### config.mk
export PLATFORM = sky130hd
export DESIGN_NAME = dtc_timers
export DESIGN_NICKNAME = d
export VERILOG_FILES = /design/src/design/dtc_sync.v /design/src/design/dtc_timers.v
export VERILOG_INCLUDE_DIRS = /design/src /design/src/shared
export SDC_FILE = /design/constraint.sdc
export NUM_CORES = 1
export LEC_CHECK = 0
export ABC_CLOCK_PERIOD_IN_PS = 3400
export CORE_UTILIZATION = 33
export DETAILED_ROUTE_END_ITERATION = 16
export DONT_BUFFER_PORTS = 1
export HOLD_SLACK_MARGIN = 0.1
export SKIP_CTS_REPAIR_TIMING = 1
export SLEW_MARGIN = 10
export SYNTH_ARGS = -nofsm -noshare
export SYNTH_HDL_FRONTEND = slang
export SYNTH_SLANG_ARGS = --single-unit
### constraint.sdc
create_clock -name clk_i -period 3.4 [get_ports clk_i]
set_input_delay 0 -clock clk_i [delete_from_list [all_inputs] [get_ports clk_i]]
set_output_delay 0 -clock clk_i [all_outputs]
set_load 0.02 [all_outputs]
### src/shared/dtc_defs.vh
// Purpose: offsets, field positions, reset values and timing counts of the dual timer/counter
// Assumes: classic wishbone with 8-bit data; offsets are byte addresses
// Notes: definitions only
`ifndef DTC_DEFS_VH
`define DTC_DEFS_VH

`define DTC_ADDR_W 8
// register offsets
`define DTC_OFS_CTRL 8'h88
`define DTC_OFS_MODE 8'h89
`define DTC_OFS_A_LO 8'h8a
`define DTC_OFS_B_LO 8'h8b
`define DTC_OFS_A_HI 8'h8c
`define DTC_OFS_B_HI 8'h8d
`define DTC_OFS_CKMODE 8'h8e
`define DTC_OFS_PINSET 8'hb5
`define DTC_OFS_EVENT 8'hb6
// timer control fields
`define DTC_CTRL_B_OVF 7
`define DTC_CTRL_B_RUN 6
`define DTC_CTRL_A_OVF 5
`define DTC_CTRL_A_RUN 4
// timer mode fields, timer b upper nibble, timer a lower nibble
`define DTC_MODE_B_SHIFT 4
`define DTC_MODE_GATE 3
`define DTC_MODE_CT 2
`define DTC_MODE_HI 1
`define DTC_MODE_LO 0
// clock mode fields
`define DTC_CK_B_SEL 4
`define DTC_CK_A_SEL 3
`define DTC_CK_MASK 8'h5a
// pin setting fields
`define DTC_PS_B_OE 3
`define DTC_PS_A_OE 2
`define DTC_PS_MASK 8'h8d
// event register: write 1 to bit 0/1 = service entry of timer a/b
`define DTC_EV_A_ACK 0
`define DTC_EV_B_ACK 1
// reset values
`define DTC_RST_8 8'h00
// counting modes
`define DTC_M13 2'b00
`define DTC_M16 2'b01
`define DTC_M8R 2'b10
`define DTC_MSPLIT 2'b11
// prescale for the legacy timer rate
`define DTC_PRESCALE 12
`define DTC_PRE_W 4

`endif

### src/design/dtc_sync.v
// Purpose: two-flop synchroniser with falling-edge detection for one pin
// Assumes: pin is asynchronous to clk_i
// Notes: edge detect reads only the second and third flops
`timescale 1ns/100ps
`default_nettype none
module dtc_sync (
	input wire clk_i,
	input wire rst_i,
	input wire pin_i,
	output wire level_o,
	output wire fall_o
);
	reg meta_ff;
	reg sync_ff;
	reg last_ff;

	// first flop only feeds the second; idle high avoids a false edge at reset
	always @(posedge clk_i) begin
		if (rst_i) begin
			meta_ff <= 1'b1;
			sync_ff <= 1'b1;
			last_ff <= 1'b1;
		end else begin
			meta_ff <= pin_i;
			sync_ff <= meta_ff;
			last_ff <= sync_ff;
		end
	end

	assign level_o = sync_ff;
	assign fall_o = last_ff & ~sync_ff;
endmodule // dtc_sync
`default_nettype wire

### src/design/dtc_timers.v
// Purpose: two legacy timer/counters with 13, 16, 8-bit reload and split modes
// Assumes: classic wishbone slave, 8-bit data, single 10 MHz clock
// Notes: service entry of an overflow flag is signalled by isr_a_i/isr_b_i pulses
`timescale 1ns/100ps
`default_nettype none
`include "dtc_defs.vh"
module dtc_timers (
	input wire clk_i,
	input wire rst_i,
	input wire cyc_i,
	input wire stb_i,
	input wire we_i,
	input wire [`DTC_ADDR_W-1:0] adr_i,
	input wire [7:0] dat_i,
	input wire sel_i,
	output reg [7:0] dat_o,
	output reg ack_o,
	input wire isr_a_i,
	input wire isr_b_i,
	input wire timer_a_count_pin_i,
	input wire timer_b_count_pin_i,
	input wire timer_a_gate_pin_i,
	input wire timer_b_gate_pin_i,
	output wire timer_a_count_pin_o,
	output wire timer_a_count_pin_oe_n_o,
	output wire timer_b_count_pin_o,
	output wire timer_b_count_pin_oe_n_o,
	output wire timer_a_overflow_flag_o,
	output wire timer_b_overflow_flag_o,
	output reg baud_tick_o
);
	reg [7:0] ctrl_ff;
	reg [7:0] mode_ff;
	reg [7:0] ckmode_ff;
	reg [7:0] pinset_ff;
	reg [7:0] a_lo_ff, a_hi_ff, b_lo_ff, b_hi_ff;
	reg [`DTC_PRE_W-1:0] pre_ff;
	reg a_out_ff, b_out_ff;
	reg [7:0] nxt_a_lo, nxt_a_hi, nxt_b_lo, nxt_b_hi;
	reg a_ovf, b_ovf, ah_ovf;
	reg [8:0] sum_lo;
	reg [8:0] sum_hi;
	wire a_pin_fall, b_pin_fall;
	wire a_gate_lvl, b_gate_lvl;
	wire pre_tick;
	wire [1:0] a_mode, b_mode;
	wire a_tick, b_tick, ah_tick, a_en, b_en;
	wire wr, rd_ok;

	// pins pass two flops before any logic reads them
	dtc_sync u_sync_ac (.clk_i(clk_i), .rst_i(rst_i), .pin_i(timer_a_count_pin_i),
		.level_o(), .fall_o(a_pin_fall));
	dtc_sync u_sync_bc (.clk_i(clk_i), .rst_i(rst_i), .pin_i(timer_b_count_pin_i),
		.level_o(), .fall_o(b_pin_fall));
	dtc_sync u_sync_ag (.clk_i(clk_i), .rst_i(rst_i), .pin_i(timer_a_gate_pin_i),
		.level_o(a_gate_lvl), .fall_o());
	dtc_sync u_sync_bg (.clk_i(clk_i), .rst_i(rst_i), .pin_i(timer_b_gate_pin_i),
		.level_o(b_gate_lvl), .fall_o());
	// count pins are read only for their falling edges, never as levels
	// gate pins are read as levels, so their edge outputs stay open

	// shared divide-by-12 enable, free running so both timers share phase
	// limitation: a new clock select is not re-phased, the first slow tick may come early
	always @(posedge clk_i) begin
		if (rst_i) begin
			pre_ff <= {`DTC_PRE_W{1'b0}};
		end else if (pre_ff == (`DTC_PRESCALE - 1)) begin
			pre_ff <= {`DTC_PRE_W{1'b0}};
		end else begin
			pre_ff <= pre_ff + 1'b1;
		end
	end
	assign pre_tick = (pre_ff == (`DTC_PRESCALE - 1));

	assign a_mode = mode_ff[`DTC_MODE_HI:`DTC_MODE_LO];
	assign b_mode = mode_ff[`DTC_MODE_B_SHIFT+1:`DTC_MODE_B_SHIFT];

	// count source per timer: pin edge, undivided clock or /12 enable
	// counter select wins over clock select, the pin edge replaces the clock entirely
	assign a_tick = mode_ff[`DTC_MODE_CT] ? a_pin_fall :
		(ckmode_ff[`DTC_CK_A_SEL] ? 1'b1 : pre_tick);
	assign b_tick = mode_ff[`DTC_MODE_B_SHIFT+`DTC_MODE_CT] ? b_pin_fall :
		(ckmode_ff[`DTC_CK_B_SEL] ? 1'b1 : pre_tick);
	// split high byte is always a clock-cycle counter under timer a's clock select
	assign ah_tick = ckmode_ff[`DTC_CK_A_SEL] ? 1'b1 : pre_tick;

	// run and gate qualification
	assign a_en = ctrl_ff[`DTC_CTRL_A_RUN] & (~mode_ff[`DTC_MODE_GATE] | a_gate_lvl);
	// in split mode timer b loses its run bit and runs unless in its own mode 3
	assign b_en = ((a_mode == `DTC_MSPLIT) | ctrl_ff[`DTC_CTRL_B_RUN]) &
		(~mode_ff[`DTC_MODE_B_SHIFT+`DTC_MODE_GATE] | b_gate_lvl) &
		(b_mode != `DTC_MSPLIT);

	// next counter values and overflow events
	// a software write to a counter byte overrides these values in the register process
	always @* begin
		nxt_a_lo = a_lo_ff;
		nxt_a_hi = a_hi_ff;
		nxt_b_lo = b_lo_ff;
		nxt_b_hi = b_hi_ff;
		a_ovf = 1'b0;
		b_ovf = 1'b0;
		ah_ovf = 1'b0;
		sum_lo = 9'h000;
		sum_hi = 9'h000;
		if (a_en && a_tick) begin
			case (a_mode)
			`DTC_M13: begin
				// upper three low-byte bits are left alone
				sum_lo = {4'h0, a_lo_ff[4:0]} + 9'h001;
				nxt_a_lo = {a_lo_ff[7:5], sum_lo[4:0]};
				if (sum_lo[5]) begin
					sum_hi = {1'b0, a_hi_ff} + 9'h001;
					nxt_a_hi = sum_hi[7:0];
					a_ovf = sum_hi[8];
				end
			end
			`DTC_M16: begin
				sum_lo = {1'b0, a_lo_ff} + 9'h001;
				nxt_a_lo = sum_lo[7:0];
				if (sum_lo[8]) begin
					sum_hi = {1'b0, a_hi_ff} + 9'h001;
					nxt_a_hi = sum_hi[7:0];
					a_ovf = sum_hi[8];
				end
			end
			`DTC_M8R: begin
				sum_lo = {1'b0, a_lo_ff} + 9'h001;
				nxt_a_lo = sum_lo[8] ? a_hi_ff : sum_lo[7:0];
				a_ovf = sum_lo[8];
			end
			`DTC_MSPLIT: begin
				sum_lo = {1'b0, a_lo_ff} + 9'h001;
				nxt_a_lo = sum_lo[7:0];
				a_ovf = sum_lo[8];
			end
			default: begin
				nxt_a_lo = a_lo_ff;
			end
			endcase
		end
		// split high byte: started by timer b run bit
		// it ignores gate and counter select, it only ever counts clock-rate enables
		if ((a_mode == `DTC_MSPLIT) && ctrl_ff[`DTC_CTRL_B_RUN] && ah_tick) begin
			nxt_a_hi = a_hi_ff + 8'h01;
			ah_ovf = (a_hi_ff == 8'hff);
		end
		// timer b: same modes without a split; its own mode 3 holds the count
		if (b_en && b_tick) begin
			case (b_mode)
			`DTC_M13: begin
				// carry out of the five low bits only, upper three bits kept
				nxt_b_lo = {b_lo_ff[7:5], b_lo_ff[4:0] + 5'h01};
				if (b_lo_ff[4:0] == 5'h1f) begin
					nxt_b_hi = b_hi_ff + 8'h01;
					b_ovf = (b_hi_ff == 8'hff);
				end
			end
			`DTC_M16: begin
				nxt_b_lo = b_lo_ff + 8'h01;
				if (b_lo_ff == 8'hff) begin
					nxt_b_hi = b_hi_ff + 8'h01;
					b_ovf = (b_hi_ff == 8'hff);
				end
			end
			`DTC_M8R: begin
				nxt_b_lo = (b_lo_ff == 8'hff) ? b_hi_ff : b_lo_ff + 8'h01;
				b_ovf = (b_lo_ff == 8'hff);
			end
			default: begin
				nxt_b_lo = b_lo_ff;
			end
			endcase
		end
	end

	// bus decode: one wait state, ack is registered one cycle after the strobe
	// ~ack_o keeps a strobe that is still held from being taken a second time
	assign wr = cyc_i & stb_i & we_i & sel_i & ~ack_o;
	assign rd_ok = cyc_i & stb_i & ~ack_o;

	always @(posedge clk_i) begin
		if (rst_i) begin
			ack_o <= 1'b0;
			dat_o <= `DTC_RST_8;
		end else begin
			ack_o <= rd_ok;
			case (adr_i)
			`DTC_OFS_CTRL: dat_o <= ctrl_ff;
			`DTC_OFS_MODE: dat_o <= mode_ff;
			`DTC_OFS_A_LO: dat_o <= a_lo_ff;
			`DTC_OFS_A_HI: dat_o <= a_hi_ff;
			`DTC_OFS_B_LO: dat_o <= b_lo_ff;
			`DTC_OFS_B_HI: dat_o <= b_hi_ff;
			`DTC_OFS_CKMODE: dat_o <= ckmode_ff;
			`DTC_OFS_PINSET: dat_o <= pinset_ff;
			default: dat_o <= `DTC_RST_8; // unmapped reads zero, still acked
			endcase
		end
	end

	// registers; a software write in the same cycle as a count wins over the count
	// the event offset has no storage, it only strobes the flag clears below
	always @(posedge clk_i) begin
		if (rst_i) begin
			ctrl_ff <= `DTC_RST_8;
			mode_ff <= `DTC_RST_8;
			ckmode_ff <= `DTC_RST_8;
			pinset_ff <= `DTC_RST_8;
			a_lo_ff <= `DTC_RST_8;
			a_hi_ff <= `DTC_RST_8;
			b_lo_ff <= `DTC_RST_8;
			b_hi_ff <= `DTC_RST_8;
		end else begin
			a_lo_ff <= (wr && adr_i == `DTC_OFS_A_LO) ? dat_i : nxt_a_lo;
			a_hi_ff <= (wr && adr_i == `DTC_OFS_A_HI) ? dat_i : nxt_a_hi;
			b_lo_ff <= (wr && adr_i == `DTC_OFS_B_LO) ? dat_i : nxt_b_lo;
			b_hi_ff <= (wr && adr_i == `DTC_OFS_B_HI) ? dat_i : nxt_b_hi;
			if (wr && adr_i == `DTC_OFS_MODE) begin
				mode_ff <= dat_i;
			end
			if (wr && adr_i == `DTC_OFS_CKMODE) begin
				ckmode_ff <= dat_i & `DTC_CK_MASK;
			end
			if (wr && adr_i == `DTC_OFS_PINSET) begin
				pinset_ff <= dat_i & `DTC_PS_MASK;
			end
			// run bits and low nibble are plain software bits
			if (wr && adr_i == `DTC_OFS_CTRL) begin
				ctrl_ff[`DTC_CTRL_B_RUN] <= dat_i[`DTC_CTRL_B_RUN];
				ctrl_ff[`DTC_CTRL_A_RUN] <= dat_i[`DTC_CTRL_A_RUN];
				ctrl_ff[3:0] <= dat_i[3:0];
			end
			// overflow flags: set beats software clear and service clear
			if (a_ovf) begin
				ctrl_ff[`DTC_CTRL_A_OVF] <= 1'b1;
			end else if (wr && adr_i == `DTC_OFS_CTRL) begin
				ctrl_ff[`DTC_CTRL_A_OVF] <= dat_i[`DTC_CTRL_A_OVF];
			end else if (isr_a_i || (wr && adr_i == `DTC_OFS_EVENT && dat_i[`DTC_EV_A_ACK])) begin
				ctrl_ff[`DTC_CTRL_A_OVF] <= 1'b0;
			end
			// in split mode the b flag belongs to the a high byte only
			if ((a_mode == `DTC_MSPLIT) ? ah_ovf : b_ovf) begin
				ctrl_ff[`DTC_CTRL_B_OVF] <= 1'b1;
			end else if (wr && adr_i == `DTC_OFS_CTRL) begin
				ctrl_ff[`DTC_CTRL_B_OVF] <= dat_i[`DTC_CTRL_B_OVF];
			end else if (isr_b_i || (wr && adr_i == `DTC_OFS_EVENT && dat_i[`DTC_EV_B_ACK])) begin
				ctrl_ff[`DTC_CTRL_B_OVF] <= 1'b0;
			end
		end
	end

	// output toggles and baud tick; baud tick comes from timer b only
	// toggles run whether or not the pin is enabled, so enabling shows the current phase
	always @(posedge clk_i) begin
		if (rst_i) begin
			a_out_ff <= 1'b0;
			b_out_ff <= 1'b0;
			baud_tick_o <= 1'b0;
		end else begin
			if (a_ovf) begin
				a_out_ff <= ~a_out_ff;
			end
			if (b_ovf) begin
				b_out_ff <= ~b_out_ff;
			end
			baud_tick_o <= b_ovf;
		end
	end

	// pin drive; enable is active low. pin output meant for timer mode only
	// the pad ignores the toggle register until its enable is set
	assign timer_a_count_pin_o = a_out_ff;
	assign timer_b_count_pin_o = b_out_ff;
	assign timer_a_count_pin_oe_n_o = ~pinset_ff[`DTC_PS_A_OE];
	assign timer_b_count_pin_oe_n_o = ~pinset_ff[`DTC_PS_B_OE];
	assign timer_a_overflow_flag_o = ctrl_ff[`DTC_CTRL_A_OVF];
	assign timer_b_overflow_flag_o = ctrl_ff[`DTC_CTRL_B_OVF];
endmodule // dtc_timers
`default_nettype wire

==> results.md <==
* CP startpoint kind: flop
* Drt total wl at 16.45 mm
* Row cnt at 43
* Synth warnings at 0
* Initial DRC count at 640
* Fin Setup TNS at 0 ns
* Share of cells above drive strength 1 at 8.140%
* Fin Clk Skew at 0.009532 ns
* Status: complete, no violations
* Via Count at 4748
* Vias in the first global route at 4237
* Worst path required time at 3.64 ns
* EDFF count, synth at 0
* Placer Congestion at 0.9348
* Max Cap Viol at 0
* Mapped Area at 0.004797 mm²
* CP Cell Sequence: and3b_1 -> and4_1 -> nand3b_1 -> nand4b_1 -> dlygate4sd3_1 -> a31oi_1 -> dlygate4sd3_1
* Area Overhead vs Synth at 16.07%
* CP most frequent cell: dlygate4sd3_1
* Total gr overflow at 0
* Most common cell after layout, fill and taps aside: dfxtp_1
* Deepest clock path buffer count at 2
* Clock tree from TritonCTS: done
* Ports at 44
* Max Clk Rate at 0.3305 GHz
* Peak VDD IR at 285.6 µV
* PD cells at 398.8 mW/mm²
* Setup violations, final at 0
* Die height at 122.6 µm
* Final period util at 89.00%
* Slowest stage delay, CP at 0.57 ns
* Slew of the pin with the lowest slew margin at 0.9154 ns
* Min-delay worst type: in -> reg
* Worst-case reg-to-reg path depth at 7
* Worst endpoint data arrival time at 3.26 ns
* Register area share after synthesis at 34.22%
* Crit Path Category: reg -> reg
* Ys async rst share at 0%
* Average size of a mapped cell at 8.228 µm²
* Clk slew on worst S/H paths at 0.06 ns
* Diode count at 0
* DRC Markers at 0
* Fin util at 39.65%
* Worst skew pair latency at 0.35 ns
* Post-Syn Instances at 583
* Die X at 122.6 µm
* Slew Limit Fails at 0
* DR WL/cell at 21.03 µm
* Tmin final at 3.026 ns
* Clk sinks at 82
* Crit path capture type: flop
* Worst Setup EP: ctrl_ff[7]
* Synth cell types at 72
* Fill cells at 1400
* First-pass GRT wire length at 24.12 mm
* Largest net degree at the start of global routing at 67
* Layout Nets at 635
* GRT Overall Usage at 21.53%
* Most frequent cells in the layout: dfxtp_1, nor2_1, nand2_1
* Port Buf Inserts at 0
* Most used DFF post-synth: dfxtp_1
* Levels on crit path at 7
* Core area at 0.01404 mm²
* Detail Placement HPWL at 11.16 mm
* Num CTS Buffers at 9
* Max transition margin at 38.50%
* Synth Net Count at 621
* Hold depth at 3
* Htree depth at 3
* Clk root buf: clkbuf_16
* RSZ-0062 raised after global routing: no
* DR pass1 iterations at 5
* Initial antenna violation count at 1
* RR Endpoint: ctrl_ff[7]
* Antenna viol nets, final at 0
* Flop2flop setup slack at 0.37 ns
* CP startpoint: ack_o
* Reg2reg start: ack_o
* Die area at 0.01502 mm²
* Vias per inst at 6.072
* CP bufs+invs at 2
* Crit-path slowest cell: dlygate4sd3_1
* Final hold violations at 0
* Effective utilization at floorplan at 34.16%
* Static Leak at 1.910 nW
* FF+latch count, synth at 82
* Crit-path max FO at 9
* Delay-heaviest family, CP: simple AND/OR/NAND/NOR gates
how the worst min path moves through the flow:
stage / start / endpoint
global placement: rst_i / ctrl_ff[7]
finish: adr_i[2] / a_hi_ff[3]
floorplan: timer_a_count_pin_i / u_sync_ac.meta_ff
CTS: rst_i / timer_a_count_pin_o
global route: adr_i[2] / dat_o[4]
detailed placement: rst_i / ctrl_ff[6]
registers in the layout, summed over array words and instances, names as in the netlist, 4 cells and up:
register   flops
mode_ff        8
a_lo_ff        8
a_hi_ff        8
ckmode_ff      4
ctrl_ff        8
b_hi_ff        8
b_lo_ff        8
pinset_ff      4
dat_o          8
pre_ff         4
layout make-up:
type                    instances  area [µm²]  area share, %
clock inverters                 7       117.6          2.112
multi-input cells             452        2935          52.72
clock buffers                   9       225.2          4.045
well taps                     180       225.2          4.045
inverters                      18       67.56          1.213
flip-flops and latches         82        1642          29.48
repair buffers                 34       355.3          6.382
synthesized netlist by cell type, drive strengths merged (3+ instances only):
| cell type | n | area (µm²) |
|---|---|---|
| nor2 | 60 | 225.2 |
| and3 | 5 | 32.53 |
| nand3 | 23 | 120.1 |
| mux2 | 6 | 67.56 |
| nor2b | 3 | 18.77 |
| or3 | 16 | 101.4 |
| buf | 14 | 88.82 |
| a311oi | 10 | 87.58 |
| a2111oi | 5 | 43.79 |
| or4 | 9 | 68.82 |
| xor2 | 3 | 26.28 |
| o21ai | 24 | 120.1 |
| inv | 18 | 67.56 |
| and2 | 7 | 45.05 |
| a21oi | 32 | 160.2 |
| a22oi | 4 | 30.03 |
| dfxtp | 82 | 1642 |
| nor4 | 9 | 56.30 |
| nand2 | 55 | 206.5 |
| a211oi | 10 | 75.07 |
| nand2b | 11 | 76.32 |
| o31ai | 8 | 60.06 |
| a211o | 4 | 35.03 |
| o32ai | 5 | 43.79 |
| mux2i | 33 | 330.3 |
| o22ai | 5 | 31.28 |
| ha | 10 | 125.1 |
| a221oi | 7 | 85.08 |
| nand4 | 11 | 83.83 |
| nor3 | 16 | 85.08 |
| a31oi | 11 | 68.82 |
| nand4b | 4 | 50.05 |
| clkbuf | 17 | 63.81 |
| a32oi | 3 | 26.28 |
| or2 | 13 | 81.33 |
report_power, final:
group | internal (W) | total (W) | switching (W) | leakage (nW)
clock | 0.000716 | 0.00113 | 0.000419 | 0.158
combinational | 0.0000438 | 0.000111 | 0.0000676 | 1.09
sequential | 0.000969 | 0.000974 | 0.00000478 | 0.663
total | 0.00173 | 0.00222 | 0.000491 | 1.91
cells by family after synthesis:
kind of cell / count (synthesis) / synth area share [%]
muxes: 39 / 8.294
adders and majority gates: 10 / 2.608
DFF: 82 / 34.22
xor gates and xnor gates: 5 / 0.9131
and+or+nand+nor: 251 / 27.67
buffers and inverters: 49 / 4.590
AOI/OAI and AO/OA: 147 / 21.70
worst min-delay path: stages:
cell       delay [ns]
and3_1           0.16
nor2_1           0.08
a2111oi_0        0.08
layer usage:
| layer | GRT usage, % | vias to the layer above | share of wire [%] |
|---|---|---|---|
| met3 | 5.344 | 27 | 8.9 |
| met1 | 29.08 | 2254 | 44 |
| met2 | 33.39 | 246 | 46 |
| met4 | 6.860 | 2 | 1.6 |
| li1 | - | 2219 | - |
| met5 | 0 | - | 0.073 |
stage by stage:
stage	hold WS (ns)	area [µm²]	setup WS, ns	std cells	power [W]
after floorplan	0.1038	4797	1.209	583	0.001052
after global placement	0.07658	4877	1.055	733	0.001043
after detailed placement	0.08355	4877	0.9230	733	0.001044
after CTS	-0.2897	5220	0.9153	749	0.002177
after global routing	0.1193	5568	0.2334	782	0.002286
final	0.03586	5568	0.3739	782	0.002220
No activity file was read; power rests on OpenSTA's default activity.
